**src/tm2_regs.vh**
```
`ifndef TM2_REGS_VH
`define TM2_REGS_VH

// Register indices; byte address is four times the index
`define TM2_IDX_CLKDIV 8'h8e
`define TM2_IDX_IRQ_EN 8'ha8
`define TM2_IDX_IRQ_PRIO 8'hb8
`define TM2_IDX_MODE 8'hc8
`define TM2_IDX_RLD_LO 8'hca
`define TM2_IDX_RLD_HI 8'hcb
`define TM2_IDX_CNT_LO 8'hcc
`define TM2_IDX_CNT_HI 8'hcd
`define TM2_IDX_EVT_STATUS 8'hd0
`define TM2_IDX_EVT_MASK 8'hd1

// Field positions
`define TM2_BIT_PRESCALE 5
`define TM2_BIT_GLOBAL_EN 7
`define TM2_BIT_TIMER_EN 5
`define TM2_BIT_TIMER_PRIO 5
`define TM2_BIT_OVF_FLAG 7
`define TM2_BIT_EDGE_FLAG 6
`define TM2_BIT_RX_BAUD 5
`define TM2_BIT_TX_BAUD 4
`define TM2_BIT_PIN_EN 3
`define TM2_BIT_RUN 2
`define TM2_BIT_SRC_SEL 1
`define TM2_BIT_CAP_SEL 0
`define TM2_EVT_OVF 0
`define TM2_EVT_EDGE 1

// Reset values
`define TM2_RST_BYTE 8'h00
`define TM2_RST_EVT 2'h0

// Prescale counts in system clocks
`define TM2_DIV_TIMER_SLOW 4'hc
`define TM2_DIV_TIMER_FAST 4'h4
`define TM2_DIV_BAUD 4'h2

`endif

```
**src/tm2_timer.v**
```verilog
`timescale 1ns/100ps
`default_nettype none
`include "tm2_regs.vh"

module tm2_timer (
    // Clock and reset
    input wire clock_in,
    input wire resetn_in,
    // Avalon-MM slave
    input wire [9:0] avs_address_in,
    input wire avs_read_in,
    input wire avs_write_in,
    input wire [31:0] avs_writedata_in,
    input wire [3:0] avs_byteenable_in,
    output reg [31:0] avs_readdata_out,
    output wire avs_waitrequest_out,
    // Pins
    input wire ext_count_pin_in,
    input wire ext_control_pin_in,
    // Serial port side
    input wire timer1_overflow_in,
    output reg rx_baud_tick_out,
    output reg tx_baud_tick_out,
    // Interrupts
    output wire timer_irq_req_out,
    output wire timer_irq_high_out,
    output wire irq_out
);

    reg [7:0] clkdiv_ctl;
    reg [7:0] irq_en;
    reg [7:0] irq_prio;
    reg [7:0] mode_ctl;
    reg [7:0] rld_lo;
    reg [7:0] rld_hi;
    reg [7:0] cnt_lo;
    reg [7:0] cnt_hi;
    reg [1:0] evt_status;
    reg [1:0] evt_mask;
    reg bus_ack;
    reg [3:0] pre_cnt;
    reg [7:0] next_mode;
    reg [15:0] next_count;
    reg [15:0] next_reload;
    reg [7:0] rd_mux;

    // Synchroniser stages; stage three only feeds the edge detectors
    wire [1:0] pin_raw;
    wire [1:0] pin_fall;

    wire [15:0] count;
    wire [15:0] reload_value;
    wire rx_sel;
    wire tx_sel;
    wire baud_mode;
    wire run;
    wire pin_en;
    wire src_sel;
    wire cap_sel;
    wire [3:0] pre_top;
    wire pre_tick;
    wire count_tick;
    wire overflow;
    wire ctl_edge;
    wire ovf_set;
    wire edge_set;
    wire do_reload;
    wire do_capture;
    wire bus_req;
    wire bus_wr;
    wire [7:0] wdata;
    // One address decode per register, shared by reads and writes
    wire sel_clkdiv;
    wire sel_irq_en;
    wire sel_irq_prio;
    wire sel_mode;
    wire sel_rld_lo;
    wire sel_rld_hi;
    wire sel_cnt_lo;
    wire sel_cnt_hi;
    wire sel_evt_status;
    wire sel_evt_mask;
    wire wr_clkdiv;
    wire wr_irq_en;
    wire wr_irq_prio;
    wire wr_mode;
    wire wr_rld_lo;
    wire wr_rld_hi;
    wire wr_cnt_lo;
    wire wr_cnt_hi;
    wire wr_evt_status;
    wire wr_evt_mask;
    wire [1:0] evt_set;
    wire [1:0] evt_clr;

    function reg_hit;
        input [9:0] addr;
        input [7:0] idx;
        begin
            reg_hit = (addr[9:2] == idx) && (addr[1:0] == 2'h0);
        end
    endfunction

    assign count = {cnt_hi, cnt_lo};
    assign reload_value = {rld_hi, rld_lo};
    assign rx_sel = mode_ctl[`TM2_BIT_RX_BAUD];
    assign tx_sel = mode_ctl[`TM2_BIT_TX_BAUD];
    assign baud_mode = rx_sel | tx_sel;
    assign run = mode_ctl[`TM2_BIT_RUN];
    assign pin_en = mode_ctl[`TM2_BIT_PIN_EN];
    assign src_sel = mode_ctl[`TM2_BIT_SRC_SEL];
    assign cap_sel = mode_ctl[`TM2_BIT_CAP_SEL];

    assign pin_raw = {ext_control_pin_in, ext_count_pin_in};

    genvar gi;
    generate
        for (gi = 0; gi < 2; gi = gi + 1) begin : g_sync
            reg s1;
            reg s2;
            reg s3;
            // Reset high so release with the pin high never looks like a falling edge
            always @(posedge clock_in or negedge resetn_in) begin
                if (!resetn_in) begin
                    s1 <= 1'b1;
                    s2 <= 1'b1;
                    s3 <= 1'b1;
                end else begin
                    s1 <= pin_raw[gi];
                    s2 <= s1;
                    s3 <= s2;
                end
            end
            assign pin_fall[gi] = s3 & ~s2;
        end
    endgenerate

    // Baud mode runs at clock/2, giving clock/(2*(65536-reload)) per tick
    assign pre_top = baud_mode ? (`TM2_DIV_BAUD - 4'h1) :
        clkdiv_ctl[`TM2_BIT_PRESCALE] ? (`TM2_DIV_TIMER_FAST - 4'h1) :
        (`TM2_DIV_TIMER_SLOW - 4'h1);
    // Compare with >= so a mode change never strands the prescaler
    assign pre_tick = (pre_cnt >= pre_top);

    always @(posedge clock_in or negedge resetn_in) begin
        if (!resetn_in) begin
            pre_cnt <= 4'h0;
        end else if (!run || pre_tick) begin
            pre_cnt <= 4'h0;
        end else begin
            pre_cnt <= pre_cnt + 4'h1;
        end
    end

    assign count_tick = run & (src_sel ? pin_fall[0] : pre_tick);
    assign overflow = count_tick & (count == 16'hffff);
    assign ctl_edge = pin_en & pin_fall[1];
    assign ovf_set = overflow & ~baud_mode;
    assign edge_set = ctl_edge;
    assign do_reload = overflow & (baud_mode | ~cap_sel)
        | run & ctl_edge & ~baud_mode & ~cap_sel;
    assign do_capture = run & ctl_edge & ~baud_mode & cap_sel;

    // Bus: one wait cycle on every access, answer in the second
    assign bus_req = avs_read_in | avs_write_in;
    assign avs_waitrequest_out = bus_req & ~bus_ack;
    assign bus_wr = avs_write_in & bus_ack & avs_byteenable_in[0];
    assign wdata = avs_writedata_in[7:0];

    // Address decode, shared by the read mux and the write strobes
    assign sel_clkdiv = reg_hit(avs_address_in, `TM2_IDX_CLKDIV);
    assign sel_irq_en = reg_hit(avs_address_in, `TM2_IDX_IRQ_EN);
    assign sel_irq_prio = reg_hit(avs_address_in, `TM2_IDX_IRQ_PRIO);
    assign sel_mode = reg_hit(avs_address_in, `TM2_IDX_MODE);
    assign sel_rld_lo = reg_hit(avs_address_in, `TM2_IDX_RLD_LO);
    assign sel_rld_hi = reg_hit(avs_address_in, `TM2_IDX_RLD_HI);
    assign sel_cnt_lo = reg_hit(avs_address_in, `TM2_IDX_CNT_LO);
    assign sel_cnt_hi = reg_hit(avs_address_in, `TM2_IDX_CNT_HI);
    assign sel_evt_status = reg_hit(avs_address_in, `TM2_IDX_EVT_STATUS);
    assign sel_evt_mask = reg_hit(avs_address_in, `TM2_IDX_EVT_MASK);

    // Strobes fire only at the answering edge
    assign wr_clkdiv = bus_wr & sel_clkdiv;
    assign wr_irq_en = bus_wr & sel_irq_en;
    assign wr_irq_prio = bus_wr & sel_irq_prio;
    assign wr_mode = bus_wr & sel_mode;
    assign wr_rld_lo = bus_wr & sel_rld_lo;
    assign wr_rld_hi = bus_wr & sel_rld_hi;
    assign wr_cnt_lo = bus_wr & sel_cnt_lo;
    assign wr_cnt_hi = bus_wr & sel_cnt_hi;
    assign wr_evt_status = bus_wr & sel_evt_status;
    assign wr_evt_mask = bus_wr & sel_evt_mask;

    always @(posedge clock_in or negedge resetn_in) begin
        if (!resetn_in) begin
            bus_ack <= 1'b0;
        end else begin
            bus_ack <= bus_req & ~bus_ack;
        end
    end

    always @* begin
        rd_mux = 8'h00;
        if (sel_clkdiv) begin
            rd_mux = clkdiv_ctl;
        end else if (sel_irq_en) begin
            rd_mux = irq_en;
        end else if (sel_irq_prio) begin
            rd_mux = irq_prio;
        end else if (sel_mode) begin
            rd_mux = mode_ctl;
        end else if (sel_rld_lo) begin
            rd_mux = rld_lo;
        end else if (sel_rld_hi) begin
            rd_mux = rld_hi;
        end else if (sel_cnt_lo) begin
            rd_mux = cnt_lo;
        end else if (sel_cnt_hi) begin
            rd_mux = cnt_hi;
        end else if (sel_evt_status) begin
            rd_mux = {6'h00, evt_status};
        end else if (sel_evt_mask) begin
            rd_mux = {6'h00, evt_mask};
        end
    end

    always @(posedge clock_in or negedge resetn_in) begin
        if (!resetn_in) begin
            avs_readdata_out <= 32'h00000000;
        end else if (avs_read_in & ~bus_ack) begin
            avs_readdata_out <= {24'h000000, rd_mux};
        end
    end

    // Hardware set wins over a software clear in the same cycle
    always @* begin
        next_mode = mode_ctl;
        if (wr_mode) begin
            next_mode = wdata;
        end
        if (ovf_set) begin
            next_mode[`TM2_BIT_OVF_FLAG] = 1'b1;
        end
        if (edge_set) begin
            next_mode[`TM2_BIT_EDGE_FLAG] = 1'b1;
        end
    end

    // Byte writes from software take precedence over counting
    always @* begin
        next_count = count;
        if (do_reload) begin
            next_count = reload_value;
        end else if (count_tick) begin
            next_count = count + 16'h0001;
        end
        if (wr_cnt_lo) begin
            next_count[7:0] = wdata;
        end
        if (wr_cnt_hi) begin
            next_count[15:8] = wdata;
        end
    end

    // A capture in the same cycle outranks a software write
    always @* begin
        next_reload = reload_value;
        if (wr_rld_lo) begin
            next_reload[7:0] = wdata;
        end
        if (wr_rld_hi) begin
            next_reload[15:8] = wdata;
        end
        if (do_capture) begin
            next_reload = count;
        end
    end

    always @(posedge clock_in or negedge resetn_in) begin
        if (!resetn_in) begin
            mode_ctl <= `TM2_RST_BYTE;
        end else begin
            mode_ctl <= next_mode;
        end
    end

    always @(posedge clock_in or negedge resetn_in) begin
        if (!resetn_in) begin
            {cnt_hi, cnt_lo} <= {`TM2_RST_BYTE, `TM2_RST_BYTE};
        end else begin
            {cnt_hi, cnt_lo} <= next_count;
        end
    end

    always @(posedge clock_in or negedge resetn_in) begin
        if (!resetn_in) begin
            {rld_hi, rld_lo} <= {`TM2_RST_BYTE, `TM2_RST_BYTE};
        end else begin
            {rld_hi, rld_lo} <= next_reload;
        end
    end

    // Plain control registers, each moved only by its own strobe
    always @(posedge clock_in or negedge resetn_in) begin
        if (!resetn_in) begin
            clkdiv_ctl <= `TM2_RST_BYTE;
        end else if (wr_clkdiv) begin
            clkdiv_ctl <= wdata;
        end
    end

    always @(posedge clock_in or negedge resetn_in) begin
        if (!resetn_in) begin
            irq_en <= `TM2_RST_BYTE;
        end else if (wr_irq_en) begin
            irq_en <= wdata;
        end
    end

    always @(posedge clock_in or negedge resetn_in) begin
        if (!resetn_in) begin
            irq_prio <= `TM2_RST_BYTE;
        end else if (wr_irq_prio) begin
            irq_prio <= wdata;
        end
    end

    always @(posedge clock_in or negedge resetn_in) begin
        if (!resetn_in) begin
            evt_mask <= `TM2_RST_EVT;
        end else if (wr_evt_mask) begin
            evt_mask <= wdata[1:0];
        end
    end

    // Sticky event bits, write one to clear; a new event beats the clear
    assign evt_set[`TM2_EVT_OVF] = ovf_set;
    assign evt_set[`TM2_EVT_EDGE] = edge_set;
    assign evt_clr[`TM2_EVT_OVF] = wr_evt_status & wdata[`TM2_EVT_OVF];
    assign evt_clr[`TM2_EVT_EDGE] = wr_evt_status & wdata[`TM2_EVT_EDGE];
    always @(posedge clock_in or negedge resetn_in) begin
        if (!resetn_in) begin
            evt_status <= `TM2_RST_EVT;
        end else begin
            evt_status <= evt_set | (evt_status & ~evt_clr);
        end
    end

    // Doubling belongs to the Timer 1 path outside; our ticks pass unscaled
    always @(posedge clock_in or negedge resetn_in) begin
        if (!resetn_in) begin
            rx_baud_tick_out <= 1'b0;
        end else begin
            rx_baud_tick_out <= rx_sel ? (overflow & baud_mode) :
                timer1_overflow_in;
        end
    end

    always @(posedge clock_in or negedge resetn_in) begin
        if (!resetn_in) begin
            tx_baud_tick_out <= 1'b0;
        end else begin
            tx_baud_tick_out <= tx_sel ? (overflow & baud_mode) :
                timer1_overflow_in;
        end
    end

    // Flags read straight from the register, so software writes act alike
    assign timer_irq_req_out = (mode_ctl[`TM2_BIT_OVF_FLAG] | mode_ctl[`TM2_BIT_EDGE_FLAG])
        & irq_en[`TM2_BIT_TIMER_EN] & irq_en[`TM2_BIT_GLOBAL_EN];
    assign timer_irq_high_out = irq_prio[`TM2_BIT_TIMER_PRIO];
    assign irq_out = |(evt_status & evt_mask);

endmodule // tm2_timer

`default_nettype wire

```
**config.mk**
```make
export PLATFORM = sky130hd
export DESIGN_NAME = tm2_timer
export DESIGN_NICKNAME = d
export VERILOG_FILES = /design/src/tm2_timer.v
export VERILOG_INCLUDE_DIRS = /design/src
export SDC_FILE = /design/constraint.sdc
export NUM_CORES = 1
export LEC_CHECK = 0
export ABC_AREA = 1
export BUFFER_PORTS_ARGS = -buffer_cell sky130_fd_sc_hd__buf_2
export CAP_MARGIN = 20
export CORE_MARGIN = 2
export CORE_UTILIZATION = 45
export DETAILED_ROUTE_END_ITERATION = 12
export GPL_TIMING_DRIVEN = 0
export PLACE_DENSITY = 0.72
export SYNTH_ARGS = -nofsm -noshare
export SYNTH_HDL_FRONTEND = slang
export SYNTH_SLANG_ARGS = --single-unit
export TNS_END_PERCENT = 20
```
**constraint.sdc**
```tcl
create_clock -name clock_in -period 3.4 [get_ports clock_in]
set_input_delay 0.68 -clock clock_in [delete_from_list [all_inputs] [get_ports clock_in]]
set_output_delay 0.68 -clock clock_in [all_outputs]
set_load 0.02 [all_outputs]
```
# --- Yosys cells after proc, flatten, opt, wreduce, memory -nomap -nowiden ---
# Index checks and enable logic that the tools add are counted.
totals:
  register_bits: 89
  inputBits: 53
  output_inout_bits: 38
  elab_cells: 127
classes:
  addsub: 2
  magnitude_cmp: 1
  eq_ne: 11
  muxes: 26
  n_bitwise: 44
  reduce_logical: 20
op_table:
  columns: ["operator", "n"]
  rows:
  - ["$mux W8", 13]
  - ["$eq A8 B8 Y1 const B", 10]
  - ["$mux W16", 3]
  - ["$and A1 B1 Y1", 30]
  - ["$add A16 B1 Y16 const B", 1]
  - ["$eq A16 B16 Y1 const B", 1]
  - ["$mux W4", 3]
  - ["$logic_and A1 B1 Y1", 10]
  - ["$reduce_bool A2 Y1", 4]
  - ["$reduce_bool A3 Y1", 2]
  - ["$mux W1", 5]
  - ["$not A1 Y1", 5]
  - ["$or A1 B1 Y1", 5]
  - ["$add A4 B1 Y4 const B", 1]
  - ["$and A2 B2 Y2", 2]
  - ["$ge A4 B4 Y1", 1]
  - ["$mux W2", 2]
  - ["$logic_not A2 Y1", 1]
  - ["$not A2 Y2", 1]
  - ["$or A2 B2 Y2", 1]
  - ["$reduce_or A2 Y1", 1]
  - ["$logic_not A1 Y1", 1]
  - ["$logic_or A1 B1 Y1", 1]

# --- Logic depth before layout (Yosys ltp) ---
# Gate-level depths: netlist (run 1).
logic_depth:
  depth_word: 12
  mapped_depth: 16
  ltp_nobuf: 15

# --- Worst setup path after synthesis (run 1) ---
# OpenSTA, ideal clock, no wires.
synth_timing:
  path_kind: "register to register"
  startpoint: "register mode_ctl[4]"
  endpoint: "register cnt_lo[0]"
  setup_time_ns: 0.124
  arrival_time_ns: 1.998
  t_required_ns: 3.276
  slack_ns: 1.278
  stages_incl_launch_ff: 16
  path_buffers: 2
  synth_period_minus_slack_ns: 2.122
  cell_sequence: "dfrtp_1 -> nor2_2 -> inv_1 -> or2_2 -> ha_1 -> nand2_1 -> nand2_1 -> nand2_1 -> nand2_1 -> nand4_2 -> buf_6 -> buf_6 -> nand3_1 -> nand2_1 -> nand2_1 -> nand3_1"
synth_between:
  elab_chain_cells: 10
  word_cells_on_any_way: 15
  classes_between: "order compare: 1; mux: 4; bitwise: 9; reduce/logical: 1"
synth_rtl:
  columns: ["element", "line_no", "source"]
  rows:
  - ["start: declaration", "tm2_timer.v:33", "reg [7:0] mode_ctl;"]
  - ["start signal: assignment", "tm2_timer.v:281", "mode_ctl <= `TM2_RST_BYTE;"]
  - ["start signal: assignment", "tm2_timer.v:283", "mode_ctl <= next_mode;"]
  - ["$or A1 B1 Y1 *", "tm2_timer.v:108", "assign baud_mode = rx_sel | tx_sel;"]
  - ["$mux W4", "tm2_timer.v:139", "assign pre_top = baud_mode ? (`TM2_DIV_BAUD - 4'h1) :"]
  - ["$ge A4 B4 Y1", "tm2_timer.v:143", "assign pre_tick = (pre_cnt >= pre_top);"]
  - ["$mux W1", "tm2_timer.v:155", "assign count_tick = run & (src_sel ? pin_fall[0] : pre_tick);"]
  - ["$and A1 B1 Y1", "tm2_timer.v:155", null]
  - ["$and A1 B1 Y1", "tm2_timer.v:156", "assign overflow = count_tick & (count == 16'hffff);"]
  - ["$and A1 B1 Y1", "tm2_timer.v:160", "assign do_reload = overflow & (baud_mode | ~cap_sel)"]
  - ["$or A1 B1 Y1", "tm2_timer.v:161", "| run & ctl_edge & ~baud_mode & ~cap_sel;"]
  - ["$mux W16", "tm2_timer.v:252", "if (do_reload) begin"]
  - ["$mux W8", "tm2_timer.v:257", "if (wr_cnt_lo) begin"]
  - ["end signal: assignment", "tm2_timer.v:289", "{cnt_hi, cnt_lo} <= {`TM2_RST_BYTE, `TM2_RST_BYTE};"]
  - ["end signal: assignment", "tm2_timer.v:291", "{cnt_hi, cnt_lo} <= next_count;"]
  - ["end: declaration", "tm2_timer.v:36", "reg [7:0] cnt_lo;"]
# Every way passes the cells marked *; elsewhere a longest branch is shown, timed or not.
# A chain may end at the register's enable or synchronous reset.

# --- Final worst setup path (run 1) ---
layout_timing:
  startpoint: "register mode_ctl[4]"
  endpoint: "register cnt_lo[5]"
# The elaborated chain is that of the path after synthesis.

==> out/summary.md, run 1 <==
The kind of critical path is reg -> reg. Yosys attributes the largest share of cell area to sky130_fd_sc_hd__dfrtp_1, sky130_fd_sc_hd__nand2_1, sky130_fd_sc_hd__nand3_1. Global routing used 23.15% of the available tracks. The post-CTS setup buffer count is 0.

The die is 112.6 um wide. The initial antenna violation count was 0; the static leakage power was 3.063 nW. The critical path crosses 14 cells after its start point. The share of the clock period used by the worst path after layout is 72.90%, and the count of placed standard cells in the final layout, fillers left out is 943. Count of input and output buffers: 39. Primary flip-flop cell chosen by synthesis mapping: sky130_fd_sc_hd__dfrtp_1.

For the source-to-sink clock delay at the later pin of the worst-skew pair, the log shows 360 ps. In the routed design, unresolved DRC markers number 0. The shortest period the worst path allows is 2479 ps.

The fraction of synthesized cell area taken by the top area cell type is 39.11%, and the max-capacitance violation count is 0. The count of flip-flops with a built-in enable after synthesis was 0. After layout, the worst setup slack is 921.4 ps.

After clock tree synthesis, the flow added hold-fix buffers numbering 0. Counting the buffers created by CTS gives 9. For this run, the detailed router's first-pass iteration total came to 5.

The logs give 3690 ps for the required arrival time at the worst endpoint and 0 ps for the post-route setup TNS. Wire length per cell after detailed routing: 15.05 um. The clock drives 89 sinks. The worst supply voltage drop on vdd is 0.0002368 V. Setup violations remaining at the end of the flow were counted as 0. The placer congestion estimate came out at 0.9682.

Total buffers and inverters traversed by the critical path: 3. Dividing the detail-routed via count by the number of cells gives 5.159. The total placed cells including tap cells was 927; the fraction of registers with async set or reset after synthesis was 100.0%. Counting every instance in the synthesized netlist gives 721. For this run, the slowest stage of the critical path takes 460 ps. The die is 112.6 um tall. The data arrival time of the critical path is 2770 ps. Clock skew on the completed layout was measured at 11.94 ps.

The area growth from synthesis to layout is 14.80%. Among the stages of the critical path, the cell type that occurs most often is sky130_fd_sc_hd__nand2_1. A synthesized cell averages 7.365 um^2. The total number of vias is 4865. The min-delay analysis places its worst path in the category in -> async.

The CTS H-tree depth came out at 3. The fraction of final layout cells with drive strength greater than 1 is 18.00%. The number of rows in the core area was 39.

The first-iteration detailed-routing DRC count was 359. For the register area share after synthesis, the log shows 42.08%. The run gives 10.76 mm as the half-perimeter wire length of the detailed placement result.

In this run the cell area measured after placement is 5801 um^2. The logs give 46.31% for the starting density of the core and 403.5 MHz for the maximum clock frequency. The logs give 11470 um^2 for the standard cell core area and 852 for the count of nets after finishing. STA classifies the critical path startpoint as a flop. Number of hold-slack violations in the final timing report: 0. Headroom to the max-slew limit came out at 58.65%.

The number of pins exceeding their max-slew limit in the final report was 0. Entering global routing, the biggest net connects 70 pins. Counting flops and latches in the post-synthesis netlist gives 89. The library cell occupying the most area in the post-synthesis netlist is sky130_fd_sc_hd__dfrtp_1. The slew at the pin closest to its max-slew limit was 615.1 ps; the number of cell instances on the worst register-to-register path was 14. The power per unit of standard cell area was 429.8 nW/um^2. The tools report the sort of element at the end of the critical path as a flop. In this run the worst path has a maximum fanout of 10. TritonCTS built the clock tree. The flow ran to the end, and the final reports show no timing, DRC or antenna violations.

The cell with the biggest individual delay on the critical path was sky130_fd_sc_hd__dfrtp_1. The number of buffers on the longest clock path was 2; the area of all placed cells without fillers was 6096 um^2. The signal on the critical path passes through nor2_2, inv_1, or2_2, ha_1, nand2_1, nand2_1, nand2_1, nand2_1, nand4_2, buf_6, nand4_2, inv_1, nand2_1, nand3_1. The logs give 0 for the post-cts resize count and 23.09 mm for the wire length of the first global-routing pass. The floorplan step defined a die boundary enclosing 12690 um^2.

The kind of cell with the highest combined delay on the critical path was simple AND/OR/NAND/NOR gates. The number of distinct library cells after synthesis is 37. The logs give 5310 um^2 for the combined area of all synthesized cells and 91 for the I/O pin count. The clock transition time at the flip-flop clock pins of the worst setup and hold paths is 70 ps. Global routing finished with a remaining overflow of 0.

OpenSTA, run right after detailed placement, puts the worst setup slack at 924.9 ps. The via count of the first global-routing pass is 4486. The clock root buffer was sky130_fd_sc_hd__clkbuf_16.

Wires add up to 14.19 mm. The remaining antenna violation count is 0, and the synthesis warning total is 0. Setup repair after global routing left no endpoint under its margin. The repair_antennas step left the layout with diodes totalling 0.
[cells by family (layout without fill, tap and decap cells)]
group,Yosys count,after routing,share of synthesized area [%]
and+or+nand+nor,413,413,35.41
buffers and inverters,113,169,10.44
DFF,89,89,42.08
AOI/OAI and AO/OA,87,87,8.742
xor gates and xnor gates,14,14,2.309
adders and majority gates,4,4,0.9425
other,1,24,0.07062
[power by group]
| group | internal, mW | switching (mW) | total, mW | leakage (nW) |
|---|---|---|---|---|
| logic | 0.158 | 0.262 | 0.420 | 1.75 |
| registers | 1.13 | 0.0761 | 1.21 | 1.16 |
| clock network | 0.517 | 0.476 | 0.994 | 0.147 |
[Yosys cell counts (2+ instances only)]
master                     number
sky130_fd_sc_hd__nand2_1      241
sky130_fd_sc_hd__dfrtp_1       83
sky130_fd_sc_hd__inv_1         60
sky130_fd_sc_hd__nand3_1       56
sky130_fd_sc_hd__nor2_1        49
sky130_fd_sc_hd__o21ai_0       47
sky130_fd_sc_hd__nand4_1       26
sky130_fd_sc_hd__buf_4         24
sky130_fd_sc_hd__a21oi_1       23
sky130_fd_sc_hd__buf_2         14
sky130_fd_sc_hd__xor2_1        12
sky130_fd_sc_hd__o21ai_1       11
sky130_fd_sc_hd__inv_2          7
sky130_fd_sc_hd__nand2_2        7
sky130_fd_sc_hd__dfstp_2        6
sky130_fd_sc_hd__nor3_1         5
sky130_fd_sc_hd__nor3_2         5
sky130_fd_sc_hd__clkbuf_1       4
sky130_fd_sc_hd__ha_1           4
sky130_fd_sc_hd__nor2_4         4
sky130_fd_sc_hd__or2_2          4
sky130_fd_sc_hd__buf_6          3
sky130_fd_sc_hd__nand3_2        3
sky130_fd_sc_hd__nand3b_1       3
sky130_fd_sc_hd__nand4_2        3
sky130_fd_sc_hd__nor2_2         3
sky130_fd_sc_hd__nor3_4         2
sky130_fd_sc_hd__o211ai_1       2
sky130_fd_sc_hd__xnor2_1        2
[layout by cell type (no fill, tap or decap), types with 7 or more instances in the layout]
master	Yosys	routed
sky130_fd_sc_hd__inv_1	60	60
sky130_fd_sc_hd__o21ai_1	11	11
sky130_fd_sc_hd__buf_2	14	52
sky130_fd_sc_hd__inv_2	7	7
sky130_fd_sc_hd__nand3_1	56	56
sky130_fd_sc_hd__buf_4	24	25
sky130_fd_sc_hd__dfrtp_1	83	83
sky130_fd_sc_hd__nor2_1	49	49
sky130_fd_sc_hd__conb_1	1	24
sky130_fd_sc_hd__xor2_1	12	12
sky130_fd_sc_hd__clkbuf_16	0	9
sky130_fd_sc_hd__nand4_1	26	26
sky130_fd_sc_hd__a21oi_1	23	23
sky130_fd_sc_hd__nand2_2	7	7
sky130_fd_sc_hd__o21ai_0	47	47
sky130_fd_sc_hd__nand2_1	241	241
[state kept, by name, indices dropped and copies added (netlist names)]
register	flops
g_sync.s1	2
rld_hi	8
g_sync.s3	2
mode_ctl	8
pre_cnt	4
avs_readdata_out	8
irq_prio	8
rx_baud_tick_out	1
evt_mask	2
g_sync.s2	2
rld_lo	8
irq_en	8
clkdiv_ctl	8
tx_baud_tick_out	1
evt_status	2
cnt_lo	8
bus_ack	1
cnt_hi	8
[worst register-to-register path, delay by kind of cell, from the launching register on]
family / cells / cell delay, ps
adder cells (fa/ha/maj): 1 / 270
AND/OR/NAND/NOR: 10 / 1190
flip-flops: 1 / 460
buffers and inverters: 3 / 480
[final timing paths]
check	start	endpoint	slack [ps]
min in group clock_in	g_sync[0].s1	g_sync[0].s2	360
max reg2reg	mode_ctl[4]	cnt_lo[5]	920
max	mode_ctl[4]	cnt_lo[5]	920
min	resetn_in	pre_cnt[3]	210
max in group asynchronous	resetn_in	cnt_hi[0]	2550
min reg2reg	g_sync[0].s1	g_sync[0].s2	360
[area by class of cell]
| cell class | instances | area, um^2 |
|---|---|---|
| fill | 1095 | 5371 |
| multi-input combinational | 542 | 2608 |
| sequential | 89 | 2235 |
| buffer | 45 | 299.0 |
| inverter | 68 | 255.2 |
| clock buffer | 9 | 225.2 |
| timing repair buffer | 40 | 225.2 |
| tap | 143 | 178.9 |
| clock inverter | 7 | 70.07 |
[stage by stage]
step           power (mW)  util [%]  hold slack (ps)
3_3_place_gp        1.630     50.32            345.4
3_5_place_dp        1.646     50.58            348.7
2_1_floorplan       1.502         -            345.2
6_report            2.620     53.16            209.3
5_1_grt             2.739     53.16            225.9
4_1_cts             2.629     53.16            217.6
[layer usage]
layer	GRT usage (%)	vias to the layer above	wire length, um
met4	8.699	0	320
met3	3.942	34	944
met5	0	-	0
li1	-	2428	-
met1	33.25	2227	6561
met2	35.25	176	6368
No activity file was read; power rests on OpenSTA's default activity.
==> inputs of run 2 (changes only) <==
Clock period 3.4 ns to 2.5 ns, I/O delays scaled along.
==> run 2 against run 1 <==
Hold slack worse by 180 ps. Cell count is 0.21% higher. Critical path depth rose by 1. Register-to-register slack worse by 760 ps. Routed wire length increased by 0.15%. Setup slack worse by 760 ps. Sequential power up 36%. Core utilization grew 0.22 points. Via count rose by 0.90%. Largest power group unchanged.
==> out/summary.md, run 2 (same netlist as run 1, synthesis figures left out) <==
The logs give 0 (unchanged) for the residual DRC count and 51.51 ps (was 924.9 ps) for the worst slack after detailed placement. The run gives 46.31% (unchanged) as the starting density of the core. Count of nets after finishing: 854 (was 852). The kind of cell with the highest combined delay on the critical path is simple AND/OR/NAND/NOR gates (unchanged). Class of the tightest hold or removal check: in -> async (unchanged).

For the total setup violations reported at the end of the flow, the log shows 0 (unchanged). Commonest non-fill, non-tap cells in the layout: sky130_fd_sc_hd__nand2_1, sky130_fd_sc_hd__dfrtp_1, sky130_fd_sc_hd__inv_1, sky130_fd_sc_hd__nand3_1, sky130_fd_sc_hd__buf_2 (unchanged). The tools report the CTS sink count as 89 (unchanged). The instance count on the critical path was 15 (was 14); the share of the clock period used by the worst path after layout was 93.35% (was 72.90%). The vias per cell is 5.195 (was 5.159), and the total global-route track usage is 23.15% (unchanged). The beginning of the worst register-to-register path is mode_ctl[4] (unchanged). The wire length of the first global-routing pass was 23.09 mm (unchanged); the signed area change from the synthesized netlist to the final layout was 15.27% (was 14.80%). The number of rows in the core area is 39 (unchanged).

The via count of the first global-routing pass came out at 4486 (unchanged). The global route total overflow is 0 (unchanged), and the CTS H-tree depth is 3 (unchanged). For the largest net degree at the start of global routing, the log shows 70 (unchanged).

Count of placed standard cells in the final layout, fillers left out: 945 (was 943). For the static leakage power, the log shows 3.072 nW (was 3.063 nW). The shortest period the worst path allows works out to 2334 ps (was 2479 ps). The slew at the pin closest to its max-slew limit is 607.6 ps (was 615.1 ps). The final routed wirelength across all metal layers was 14.22 mm (was 14.19 mm). The run gives 91 (unchanged) as the I/O pin count. The element type at the critical path start is a flop (unchanged).

TritonCTS built the clock tree. The number of buffers on the longest clock path came out at 2 (unchanged). The run gives 0 (unchanged) as the hold-fix buffer count after cts.

Cells traversed along the worst timing path: nor2_4, inv_1, or2_2, ha_1, nand2_1, nand2_1, nand2_1, nand2_2, nand4_2, buf_6, buf_6, nand3_1, nand2_1, nand2_1, nand3_1 (was nor2_2, inv_1, or2_2, ha_1, nand2_1, nand2_1, nand2_1, nand2_1, nand4_2, buf_6, nand4_2, inv_1, nand2_1, nand3_1). The relative max-transition margin was 59.16% (was 58.65%); the data arrival time of the critical path was 2570 ps (was 2770 ps). The max-capacitance violation count is 0 (unchanged), and the source-to-sink clock delay at the later pin of the worst-skew pair is 360 ps (about the same). The total placed cells including tap cells came out at 927 (unchanged). Setup repair after global routing could not meet its margin everywhere. For the half-perimeter wire length of the detailed placement result, the log shows 10.76 mm (unchanged).

The tools report the area after detailed placement as 5801 um^2 (unchanged). For the count of antenna diodes in the layout, the log shows 0 (unchanged). The sort of element at the end of the critical path was a flop (unchanged).

The logs give 428.5 MHz (was 403.5 MHz) for the maximum clock frequency and 6121 um^2 (was 6096 um^2) for the area of all placed cells without fillers. The dominant cell type by count on the critical path was sky130_fd_sc_hd__nand2_1 (unchanged). The logs give 5 (unchanged) for the number of optimization iterations in the first detailed-route pass and 9 (unchanged) for the number of buffers created by CTS.

The setup slack of the critical path after layout was 166.1 ps (was 921.4 ps); the total buffers and inverters traversed by the critical path was 3 (unchanged). The number of pins exceeding their max-slew limit in the final report was 0 (unchanged); the fraction of final layout cells with drive strength greater than 1 was 18.70% (was 18.00%). The worst supply voltage drop on vdd was 0.0003185 V (was 0.0002368 V). The kind of critical path is reg -> reg (unchanged).

The power per unit of standard cell area was 581.8 nW/um^2 (was 429.8 nW/um^2); the number of hold-slack violations in the final timing report was 0 (unchanged). The most common cell after layout, fill and taps aside is sky130_fd_sc_hd__nand2_1 (unchanged). The wire length per cell after detailed routing is 15.04 um (was 15.05 um), and the setup slack of the worst register-to-register path is 170 ps (was 920 ps). The placer congestion estimate is 0.9682 (unchanged), and the total number of vias is 4909 (was 4865). The setup skew after layout came out at 12.30 ps (was 11.94 ps). The number of cell instances on the worst register-to-register path was 15 (was 14); the overall die width was 112.6 um (unchanged). The top fanout value on the critical path works out to 10 (unchanged). Initial antenna violation count: 0 (unchanged). Remaining antenna violation count: 0 (unchanged). First element of the critical path: mode_ctl[4] (unchanged). The post-route setup TNS was 0 ps (unchanged).

The tools report the required arrival time at the worst endpoint as 2730 ps (was 3690 ps). Cell with the biggest individual delay on the critical path: sky130_fd_sc_hd__dfrtp_2 (was sky130_fd_sc_hd__dfrtp_1). The vertical die dimension was 112.6 um (unchanged). The clock root buffer is sky130_fd_sc_hd__clkbuf_16 (unchanged). The tools report the critical path endpoint as cnt_hi[3] (was cnt_lo[5]).

The standard cell core area is 11470 um^2 (unchanged), and the maximum cell stage delay along the critical path is 450 ps (was 460 ps). The capturing point of the worst reg2reg path is cnt_hi[3] (was cnt_lo[5]). The count of input and output buffers is 39 (unchanged).

Area enclosed by the die boundary: 12690 um^2 (unchanged). The clock transition time at the flip-flop clock pins of the worst setup and hold paths was 70 ps (about the same); the first-iteration detailed-routing DRC count was 403 (was 359). The run finished with clean final reports.
==> run 2: through the flow <==
step | utilization (%) | hold WS [ps] | power, mW
6_report | 53.38 | 30.48 | 3.561
5_1_grt | 53.38 | 45.85 | 3.726
4_1_cts | 53.16 | 37.64 | 3.576
3_5_place_dp | 50.58 | 348.7 | 2.238
3_3_place_gp | 50.32 | 345.4 | 2.216
2_1_floorplan | - | 204.4 | 2.042
==> run 2: where the power goes <==
group | internal, mW | leakage (nW) | switching, mW
clock | 0.704 | 0.147 | 0.643
sequential | 1.54 | 1.16 | 0.105
combinational | 0.215 | 1.76 | 0.357
==> run 2: what timing repair did <==
action | 4_1_cts | 5_1_grt
gates resized for setup | 0 | 5
setup endpoints to repair | 0 | 16
setup buffers | 0 | 2
==> run 2: worst min path at each step <==
| stage | from | end | depth (start not counted) |
|---|---|---|---|
| after floorplan | resetn_in | avs_readdata_out[0] | 0 |
| after global placement | g_sync[0].s1 | g_sync[0].s2 | 0 |
| after detailed placement | g_sync[0].s1 | g_sync[0].s2 | 0 |
| after CTS | resetn_in | pre_cnt[3] | 1 |
| after global routing | resetn_in | pre_cnt[3] | 1 |
| final | resetn_in | pre_cnt[3] | 1 |
==> run 2: area by class of cell <==
class / count / area [um^2]
well taps: 143 / 178.9
inverters: 68 / 255.2
plain buffers: 45 / 299.0
multi-input cells: 542 / 2615
repair buffers: 42 / 240.2
fillers: 1089 / 5346
clock buffers: 9 / 225.2
clock inverters: 7 / 70.07
flip-flops and latches: 89 / 2237
==> run 2: per-layer routing <==
metal  wire, um  GRT usage, %  vias up
met3        936         3.942       29
met1       6521         33.25     2268
met2       6419         35.25      178
met4        337         8.699        0
met5          0             0        -
li1           -             -     2434
